**src/hw/pmsc_pkg.sv**
```systemverilog
// Constants and carrier types for the power management status and control block.
// Assumes a single 50 MHz bus clock and an 8-bit register port.
package pmsc_pkg;

  // ****************************************************************
  // Register map and field positions
  // ****************************************************************
  localparam logic [3:0] PMSC_ADDR_CTRL2 = 4'h0;
  localparam int PMSC_BIT_WARN_FLAG = 7;
  localparam int PMSC_BIT_WARN_ACK = 6;
  localparam int PMSC_BIT_DETECT_TRIP = 5;
  localparam int PMSC_BIT_WARN_TRIP = 4;
  localparam int PMSC_BIT_PPD_FLAG = 3;
  localparam int PMSC_BIT_PPD_ACK = 2;
  localparam int PMSC_BIT_PD_ENABLE = 1;
  localparam int PMSC_BIT_PPD_SELECT = 0;
  localparam logic [7:0] PMSC_RESET_VALUE = 8'h00;
  localparam logic [7:0] PMSC_UNMAPPED_READ = 8'h00;

  // ****************************************************************
  // Carrier types
  // ****************************************************************
  typedef enum logic {
    PMSC_TRIP_LOW,
    PMSC_TRIP_HIGH
  } pmsc_trip_t;

  typedef struct packed {
    logic power_down_enable;
    logic partial_pd_select;
  } pmsc_stop_cfg_t;

  typedef struct packed {
    logic por;
    logic other;
  } pmsc_reset_src_t;

endpackage : pmsc_pkg

```
**src/hw/pmsc_write_once.sv**
```systemverilog
// One write-once control bit: the first write since reset is taken, later ones are ignored.
// Assumes reset_in covers every reset source for this bit.
`timescale 1ns/1ns
module pmsc_write_once
  import pmsc_pkg::*;
(
  input wire logic clk_in, // Bus clock.
  input wire logic reset_in, // Synchronous reset, active high.
  input wire logic wr_in, // Register write strobe.
  input wire logic data_in, // Written value.
  output logic value_out // Held value.
);

  logic value_q;
  logic done_q;
  wire logic take = wr_in && !done_q;

  always_ff @(posedge clk_in) begin
    if (reset_in) begin
      value_q <= 1'b0;
      done_q <= 1'b0;
    end else if (take) begin
      value_q <= data_in;
      done_q <= 1'b1;
    end
  end

  assign value_out = value_q;

  a_second_write_ignored: assert property (@(posedge clk_in) disable iff (reset_in)
      (done_q && wr_in) |=> $stable(value_q)) else $error("write-once bit changed twice");

endmodule : pmsc_write_once

```
**src/hw/pmsc_ctrl2.sv**
```systemverilog
// Power management status and control register two: warning and recovery flags, trip selects,
// write-once stop-mode controls.
// Assumes monitor inputs are synchronous to clk_in and that reset sources are one-cycle or longer levels.
//
// The placing of the registers and the strobed register port were left to the implementer.
`timescale 1ns/1ns

// What this block does
// - Bit 7 is a read-only sticky warning flag, kept after the warning ends.
// - Flag sets when supply is below warning point, including as reset ends.
// - Writing 1 to bit 6 clears the warning flag only without a present warning.
// - Bit 5 selects detector trip point: 0 low, 1 high.
// - Bit 4 selects warning monitor trip point, low or high.
// - Bit 3 reads 1 after recovery from partial power down, else 0.
// - Writing 1 to bit 2 clears the partial power down recovery flag.
// - Bit 1 is write-once power down enable; later writes ignored.
// - Bit 0 is write-once mode select: 0 full, 1 partial power down.
module pmsc_ctrl2
  import pmsc_pkg::*;
(
  input wire logic clk_in, // Bus clock, 50 MHz.
  input wire logic reset_in, // Any reset, synchronous, active high.
  input wire logic por_reset_in, // Power-on reset, asserted together with reset_in.
  input wire logic [3:0] addr_in, // Register address.
  input wire logic [7:0] wdata_in, // Write data.
  input wire logic wr_in, // Write strobe.
  input wire logic rd_in, // Read strobe.
  output logic [7:0] rdata_out, // Read data, valid the cycle after rd_in.
  input wire logic warn_present_in, // Supply below the warning trip point.
  input wire logic ppd_recovered_in, // Pulse: woke from partial power down.
  output logic detect_trip_out, // Detector trip point select.
  output logic warn_trip_out, // Warning monitor trip point select.
  output logic power_down_enable_out, // Power down stop modes allowed.
  output logic partial_pd_select_out // 1 partial, 0 full power down.
);

  // ****************************************************************
  // Decode
  // ****************************************************************
  wire logic hit = (addr_in == PMSC_ADDR_CTRL2);
  wire logic wr_hit = wr_in && hit;
  // Only one address is mapped; any other address ignores writes and reads as zero.
  wire logic warn_ack = wr_hit && wdata_in[PMSC_BIT_WARN_ACK];
  wire logic ppd_ack = wr_hit && wdata_in[PMSC_BIT_PPD_ACK];

  logic low_volt_warn_flag_q;
  logic partial_pd_recovery_flag_q;
  pmsc_trip_t detect_trip_select_q;
  pmsc_trip_t warn_trip_select_q;
  logic pd_enable_value;
  logic ppd_select_value;
  logic stop_written_q;
  logic [7:0] rdata_q;

  // ****************************************************************
  // Status flags
  // ****************************************************************
  // Holding the flag while the warning stays present makes an ack during a warning harmless.
  wire logic warn_flag_d = warn_present_in
      || (low_volt_warn_flag_q && !warn_ack);

  // Recovery event wins over a same-cycle acknowledge so it is never lost.
  wire logic ppd_flag_d = ppd_recovered_in || (partial_pd_recovery_flag_q && !ppd_ack);

  always_ff @(posedge clk_in) begin
    if (reset_in) begin
      low_volt_warn_flag_q <= 1'b0;
      partial_pd_recovery_flag_q <= 1'b0;
    end else begin
      low_volt_warn_flag_q <= warn_flag_d;
      partial_pd_recovery_flag_q <= ppd_flag_d;
    end
  end

  // ****************************************************************
  // Trip selects
  // ****************************************************************
  // Only power-on clears them, so a low-voltage reset keeps the chosen thresholds.
  // A write that meets any reset is dropped, so it can never overtake the reset value.
  always_ff @(posedge clk_in) begin
    if (por_reset_in) begin
      detect_trip_select_q <= PMSC_TRIP_LOW;
      warn_trip_select_q <= PMSC_TRIP_LOW;
    end else if (wr_hit && !reset_in) begin
      detect_trip_select_q <= pmsc_trip_t'(wdata_in[PMSC_BIT_DETECT_TRIP]);
      warn_trip_select_q <= pmsc_trip_t'(wdata_in[PMSC_BIT_WARN_TRIP]);
    end
  end

  // ****************************************************************
  // Write-once stop controls
  // ****************************************************************
  // Any write to the register spends the single write of both cells, acknowledge-only writes included,
  // so boot code has to set the stop controls in its very first write to the register.
  pmsc_write_once u_pd_enable (
    .clk_in(clk_in),
    .reset_in(reset_in),
    .wr_in(wr_hit),
    .data_in(wdata_in[PMSC_BIT_PD_ENABLE]),
    .value_out(pd_enable_value)
  );

  pmsc_write_once u_ppd_select (
    .clk_in(clk_in),
    .reset_in(reset_in),
    .wr_in(wr_hit),
    .data_in(wdata_in[PMSC_BIT_PPD_SELECT]),
    .value_out(ppd_select_value)
  );

  // Both controls travel together to the read path and the outputs.
  wire pmsc_stop_cfg_t stop_cfg = pmsc_stop_cfg_t'({pd_enable_value, ppd_select_value});

  // ****************************************************************
  // Read path and outputs
  // ****************************************************************
  wire logic [7:0] reg_view = {low_volt_warn_flag_q, 1'b0,
      logic'(detect_trip_select_q), logic'(warn_trip_select_q),
      partial_pd_recovery_flag_q, 1'b0,
      stop_cfg.power_down_enable, stop_cfg.partial_pd_select};
  wire logic [7:0] rdata_d = !rd_in ? PMSC_RESET_VALUE : (hit ? reg_view : PMSC_UNMAPPED_READ);

  // Read data fall back to zero outside the answer cycle, so a late sample never shows a live value.
  always_ff @(posedge clk_in) begin
    if (reset_in) begin
      rdata_q <= PMSC_RESET_VALUE;
    end else begin
      rdata_q <= rdata_d;
    end
  end

  assign rdata_out = rdata_q;
  assign detect_trip_out = logic'(detect_trip_select_q);
  assign warn_trip_out = logic'(warn_trip_select_q);
  assign power_down_enable_out = stop_cfg.power_down_enable;
  // The mode select is passed on even while power down is disabled; the stop controller qualifies it
  // with the enable, which keeps this output a plain register.
  assign partial_pd_select_out = stop_cfg.partial_pd_select;

  // ****************************************************************
  // Checks
  // ****************************************************************
  a_warn_flag_sticky: assert property (@(posedge clk_in) disable iff (reset_in)
      (low_volt_warn_flag_q && !warn_ack) |=> low_volt_warn_flag_q) else $error("warning flag dropped");
  a_warn_flag_sets: assert property (@(posedge clk_in) disable iff (reset_in)
      warn_present_in |=> low_volt_warn_flag_q) else $error("warning flag not set");
  a_warn_ack_clears: assert property (@(posedge clk_in) disable iff (reset_in)
      (warn_ack && !warn_present_in) |=> !low_volt_warn_flag_q) else $error("warning ack ignored");
  a_detect_trip_write: assert property (@(posedge clk_in) disable iff (reset_in)
      wr_hit |=> detect_trip_out == $past(wdata_in[PMSC_BIT_DETECT_TRIP])) else $error("detect trip wrong");
  a_warn_trip_write: assert property (@(posedge clk_in) disable iff (reset_in)
      wr_hit |=> warn_trip_out == $past(wdata_in[PMSC_BIT_WARN_TRIP])) else $error("warn trip wrong");
  a_ppd_flag_sets: assert property (@(posedge clk_in) disable iff (reset_in)
      ppd_recovered_in |=> partial_pd_recovery_flag_q) else $error("recovery flag not set");
  a_ppd_ack_clears: assert property (@(posedge clk_in) disable iff (reset_in)
      (ppd_ack && !ppd_recovered_in) |=> !partial_pd_recovery_flag_q) else $error("recovery ack ignored");
  a_trip_kept_reset: assert property (@(posedge clk_in)
      (reset_in && !por_reset_in) |=> $stable(detect_trip_out) && $stable(warn_trip_out))
      else $error("trip select lost on reset");
  a_ack_reads_zero: assert property (@(posedge clk_in) disable iff (reset_in)
      rd_in |=> rdata_out[PMSC_BIT_WARN_ACK] == 1'b0 && rdata_out[PMSC_BIT_PPD_ACK] == 1'b0)
      else $error("ack bit read as one");

  // ****************************************************************
  // Checks on the status flags and reset
  // ****************************************************************
  // The recovery flag must survive until software acknowledges it, or a wakeup would go unseen.
  a_ppd_flag_sticky: assert property (@(posedge clk_in) disable iff (reset_in)
      (partial_pd_recovery_flag_q && !ppd_ack) |=> partial_pd_recovery_flag_q)
      else $error("recovery flag dropped");
  a_warn_ack_blocked: assert property (@(posedge clk_in) disable iff (reset_in)
      (warn_ack && warn_present_in) |=> low_volt_warn_flag_q)
      else $error("warning cleared while present");
  a_ppd_set_wins: assert property (@(posedge clk_in) disable iff (reset_in)
      (ppd_ack && ppd_recovered_in) |=> partial_pd_recovery_flag_q)
      else $error("recovery lost to acknowledge");
  a_reset_clears_state: assert property (@(posedge clk_in)
      reset_in |=> !low_volt_warn_flag_q && !partial_pd_recovery_flag_q
          && !power_down_enable_out && !partial_pd_select_out)
      else $error("state kept over reset");
  a_por_clears_trips: assert property (@(posedge clk_in)
      por_reset_in |=> !detect_trip_out && !warn_trip_out)
      else $error("trip select kept over power-on reset");

  // ****************************************************************
  // Checks on the write-once controls
  // ****************************************************************
  // Tracks the first register write since reset apart from the write-once cells, so the checks below
  // catch a cell that locks too early or too late.
  always_ff @(posedge clk_in) begin
    if (reset_in) begin
      stop_written_q <= 1'b0;
    end else if (wr_hit) begin
      stop_written_q <= 1'b1;
    end
  end

  a_stop_first_write: assert property (@(posedge clk_in) disable iff (reset_in)
      (wr_hit && !stop_written_q) |=> power_down_enable_out == $past(wdata_in[PMSC_BIT_PD_ENABLE])
          && partial_pd_select_out == $past(wdata_in[PMSC_BIT_PPD_SELECT]))
      else $error("first stop control write lost");
  a_stop_cfg_locked: assert property (@(posedge clk_in) disable iff (reset_in)
      (wr_hit && stop_written_q) |=> $stable(power_down_enable_out) && $stable(partial_pd_select_out))
      else $error("write-once control changed");

  // ****************************************************************
  // Checks on the read path
  // ****************************************************************
  // Every readable bit must show the state of the cycle in which the read was taken.
  a_read_flag_bits: assert property (@(posedge clk_in) disable iff (reset_in)
      (rd_in && hit) |=> rdata_out[PMSC_BIT_WARN_FLAG] == $past(low_volt_warn_flag_q)
          && rdata_out[PMSC_BIT_PPD_FLAG] == $past(partial_pd_recovery_flag_q))
      else $error("flag read back wrong");
  a_read_trip_bits: assert property (@(posedge clk_in) disable iff (reset_in)
      (rd_in && hit) |=> rdata_out[PMSC_BIT_DETECT_TRIP] == $past(detect_trip_out)
          && rdata_out[PMSC_BIT_WARN_TRIP] == $past(warn_trip_out))
      else $error("trip select read back wrong");
  a_read_stop_bits: assert property (@(posedge clk_in) disable iff (reset_in)
      (rd_in && hit) |=> rdata_out[PMSC_BIT_PD_ENABLE] == $past(power_down_enable_out)
          && rdata_out[PMSC_BIT_PPD_SELECT] == $past(partial_pd_select_out))
      else $error("stop control read back wrong");

endmodule : pmsc_ctrl2

```
**config.mk**
```make
export PLATFORM = sky130hd
export DESIGN_NAME = pmsc_ctrl2
export DESIGN_NICKNAME = d
export VERILOG_FILES = /design/src/hw/pmsc_pkg.sv /design/src/hw/pmsc_write_once.sv /design/src/hw/pmsc_ctrl2.sv
export SDC_FILE = /design/constraint.sdc
export NUM_CORES = 1
export LEC_CHECK = 0
export BUFFER_PORTS_ARGS = -buffer_cell sky130_fd_sc_hd__buf_2
export CORE_MARGIN = 2
export CORE_UTILIZATION = 35
export DETAILED_ROUTE_END_ITERATION = 10
export PLACE_DENSITY = 0.67
export SYNTH_ARGS = -nofsm -noshare
export SYNTH_HDL_FRONTEND = slang
export SYNTH_HIERARCHICAL = 1
export SYNTH_SLANG_ARGS = --single-unit
```
**constraint.sdc**
```tcl
create_clock -name clk_in -period 1.15 [get_ports clk_in]
set_input_delay 0.0575 -clock clk_in [delete_from_list [all_inputs] [get_ports clk_in]]
set_output_delay 0.0575 -clock clk_in [all_outputs]
set_load 0.02 [all_outputs]
```
==> flow_summary.yaml <==
clock_network:
  clk_pin_slew_ns: 0.08
  htree_num_levels: 1
  clockBufferDepth: 2
  numCtsBuffers: 3
  cts.sinks: 14
  root_buffer: "clkbuf_4"
  cts_tree: "done"
  cts_setup_buffers: 0
  clk_latency_ns: 0.26
synthesis:
  seq_area_frac_synth_pct: 53.08
  yosys_warnings: 6
  synthMuxAreaShare_pct: 0
  synthXorXnorAreaFrac_pct: 0
  netlist_area_um2: 528.0
  ys_ff_latch: 14
  synth_top_family_by_area: "simple AND/OR/NAND/NOR gates"
  synth_compound_area_share_pct: 9.005
  synth_fa_ha_area_share_pct: 0
  synth_edf_count: 0
  syn-mean-instance-area_um2: 10.15
  syn-instance-count: 52
  synth.distinct_cells: 17
  synth_ff_type: "dfxtp_1"
  synthSimpleGateAreaFrac_pct: 32.94
  synthArstFlopShare_pct: 0
die:
  ios: 31
  start_util_pct: 36.32
  core_area_mm2: 0.001454
  row_count: 14
  die_h_um: 42.84
  fp.dieW_um: 42.84
  dieArea_mm2: 0.001835
setup_path:
  cp_max_fo: 5
  worstSetupStartpoint: "addr_in[1]"
  worstRegToRegCells: 2
  endpoint: "u_ppd_select/value_out$_SDFFE_PP0P_"
  start_kind: "primary input"
  worstPathArrival_ns: 1.15
  rrSetupSlack_ns: 0.47
  critPathCaptureType: "flip-flop"
  path_class: "primary input to flip-flop"
  required_ns: 1.35
  reg2reg_from: "low_volt_warn_flag_q$_SDFF_PP0_"
  r2r_end: "low_volt_warn_flag_q$_SDFF_PP0_"
grt:
  grt_pass1_vias: 454
  grt_start_max_net_pins: 13
  grtUsageTotal_pct: 12.14
  grt_pass1_wl_um: 1676
  antenna_found_initial: 0
  grt.overflow.total: 0
power_and_ir_drop:
  p_leak_nw: 0.3717
  powerDensity_mw_per_mm2: 1188
  vdd_drop_max_mv: 0.5270
cells_and_area:
  regArea_um2: 280.3
  area_delta_synth_final_pct: 44.55
  final_common_cell: "buf_2"
  finish.net_count: 108
  drive_above_1_share_pct: 40.91
  fill_cells: 149
  multi_input_area_um2: 229.0
  num_antenna_cells: 0
  mostFrequentLayoutCells: "buf_2 (26), dfxtp_1 (14), and2_1 (7)"
place:
  port_buffers: 26
  gp_congestion: 0.7267
  dp_hpwl_um: 777.4
  pre_cts_slack_ns: -0.09489
sta:
  fin_crit_ns: 0.9445
  finalHoldViolCount: 0
  fin_tns_setup_ns: 0
  max_clock_freq_ghz: 1.059
  finalCritPeriodShare_pct: 82.13
  final_max_slew_viol_count: 0
  skew_ns: 0.0002419
  rsz0062_at_grt: "no"
  setup_violations: 0
  fin_ws_ns: 0.2055
route:
  wl_per_cell_um: 9.144
  routed_wl_um: 951
  drc: 0
  post_drt_via_cell_ratio: 4.481
  drt-initial-drc-count: 1
  drtPass1Iterations: 2
  postRouteAntennaNets: 0
  via_count: 466
hold_path:
  hp-class: "primary input to flip-flop"
flow_run:
  maxCapViolations: 0
run_status:
  status: "finished, final reports clean"
-- cells in the mapped netlist, types with 2 or more instances --
master      n  area share, %
a21oi_1     2            1.9
nand4b_1    2            3.3
o21ai_1     2            1.9
and2_1      7            8.3
nand4bb_1   2            4.3
buf_4       2            2.8
dfxtp_1    14             53
nor2_1      6            4.3
o21ai_0     2            1.9
nand2b_1    3            3.6
inv_1       2            1.4
nor2b_1     2            2.4
a311oi_1    2            3.3
-- what timing repair did --
item / 4_1_cts / 5_1_grt
hold buffers: 3 / 0
resized for setup: 0 / 0
endpoints found under the hold margin: 4 / 0
-- logic make-up (layout without fill, tap and decap cells) --
logic type             Yosys count  in the layout
AOI/OAI and AO/OA                8              8
buffers and inverters            4             39
DFF                             14             14
other                            1              2
and+or+nand+nor                 25             25
-- metal layers --
metal / track usage (%) / routed length, um
met1: 11.78 / 397
met2: 22.42 / 477
met3: 3.830 / 67
met4: 6.250 / 8
met5: 0 / 0
-- through the flow --
step	area, um^2	power (mW)	util, %	std cells	hold WS (ns)
2_1_floorplan	531.8	0.5418	-	53	0.1266
3_3_place_gp	696.9	0.5794	47.93	97	0.2349
3_5_place_dp	696.9	0.5813	47.93	97	0.2349
4_1_cts	763.2	0.9243	52.50	104	0.05230
5_1_grt	763.2	0.9513	52.50	104	0.07007
6_report	763.2	0.9064	52.50	104	0.05847
-- report_power, final --
part / leakage (nW) / internal [mW] / total, mW / switching (mW)
sequential: 0.114 / 0.493 / 0.497 / 0.00389
combinational: 0.237 / 0.0441 / 0.0804 / 0.0363
clock: 0.0210 / 0.192 / 0.330 / 0.138
-- worst min path at each step --
stage,depth (start not counted),endpoint,startpoint
finish,3,u_ppd_select/value_out$_SDFFE_PP0P_,wdata_in[0]
global route,3,partial_pd_recovery_flag_q$_SDFF_PP0_,ppd_recovered_in
CTS,3,u_ppd_select/value_out$_SDFFE_PP0P_,wdata_in[0]
detailed placement,2,warn_trip_out$_SDFFE_PP0P_,por_reset_in
global placement,2,detect_trip_out$_SDFFE_PP0P_,por_reset_in
floorplan,1,detect_trip_out$_SDFFE_PP0P_,por_reset_in
-- flip-flops by register name, summed over array words and instances, names as in the netlist --
| register | cells |
|---|---|
| rdata_out | 6 |
| detect_trip_out | 1 |
| low_volt_warn_flag_q | 1 |
| partial_pd_recovery_flag_q | 1 |
| u_pd_enable/done_q | 1 |
| u_pd_enable/value_out | 1 |
| u_ppd_select/done_q | 1 |
| u_ppd_select/value_out | 1 |
| warn_trip_out | 1 |
-- layout make-up --
class / instances / share of cell area (%)
flip-flops and latches: 14 / 36.72
multi-input cells: 35 / 30.00
repair buffers: 33 / 24.92
clock buffers: 4 / 4.754
well taps: 16 / 2.623
inverters: 2 / 0.9836
-- worst max-delay path, cell delays in order --
cell	delay, ns
buf_2	0.10
nor4_1	0.31
buf_4	0.17
and2_1	0.20
buf_4	0.14
nand4bb_1	0.09
o21ai_1	0.07
(Power assumes the default switching activity.)
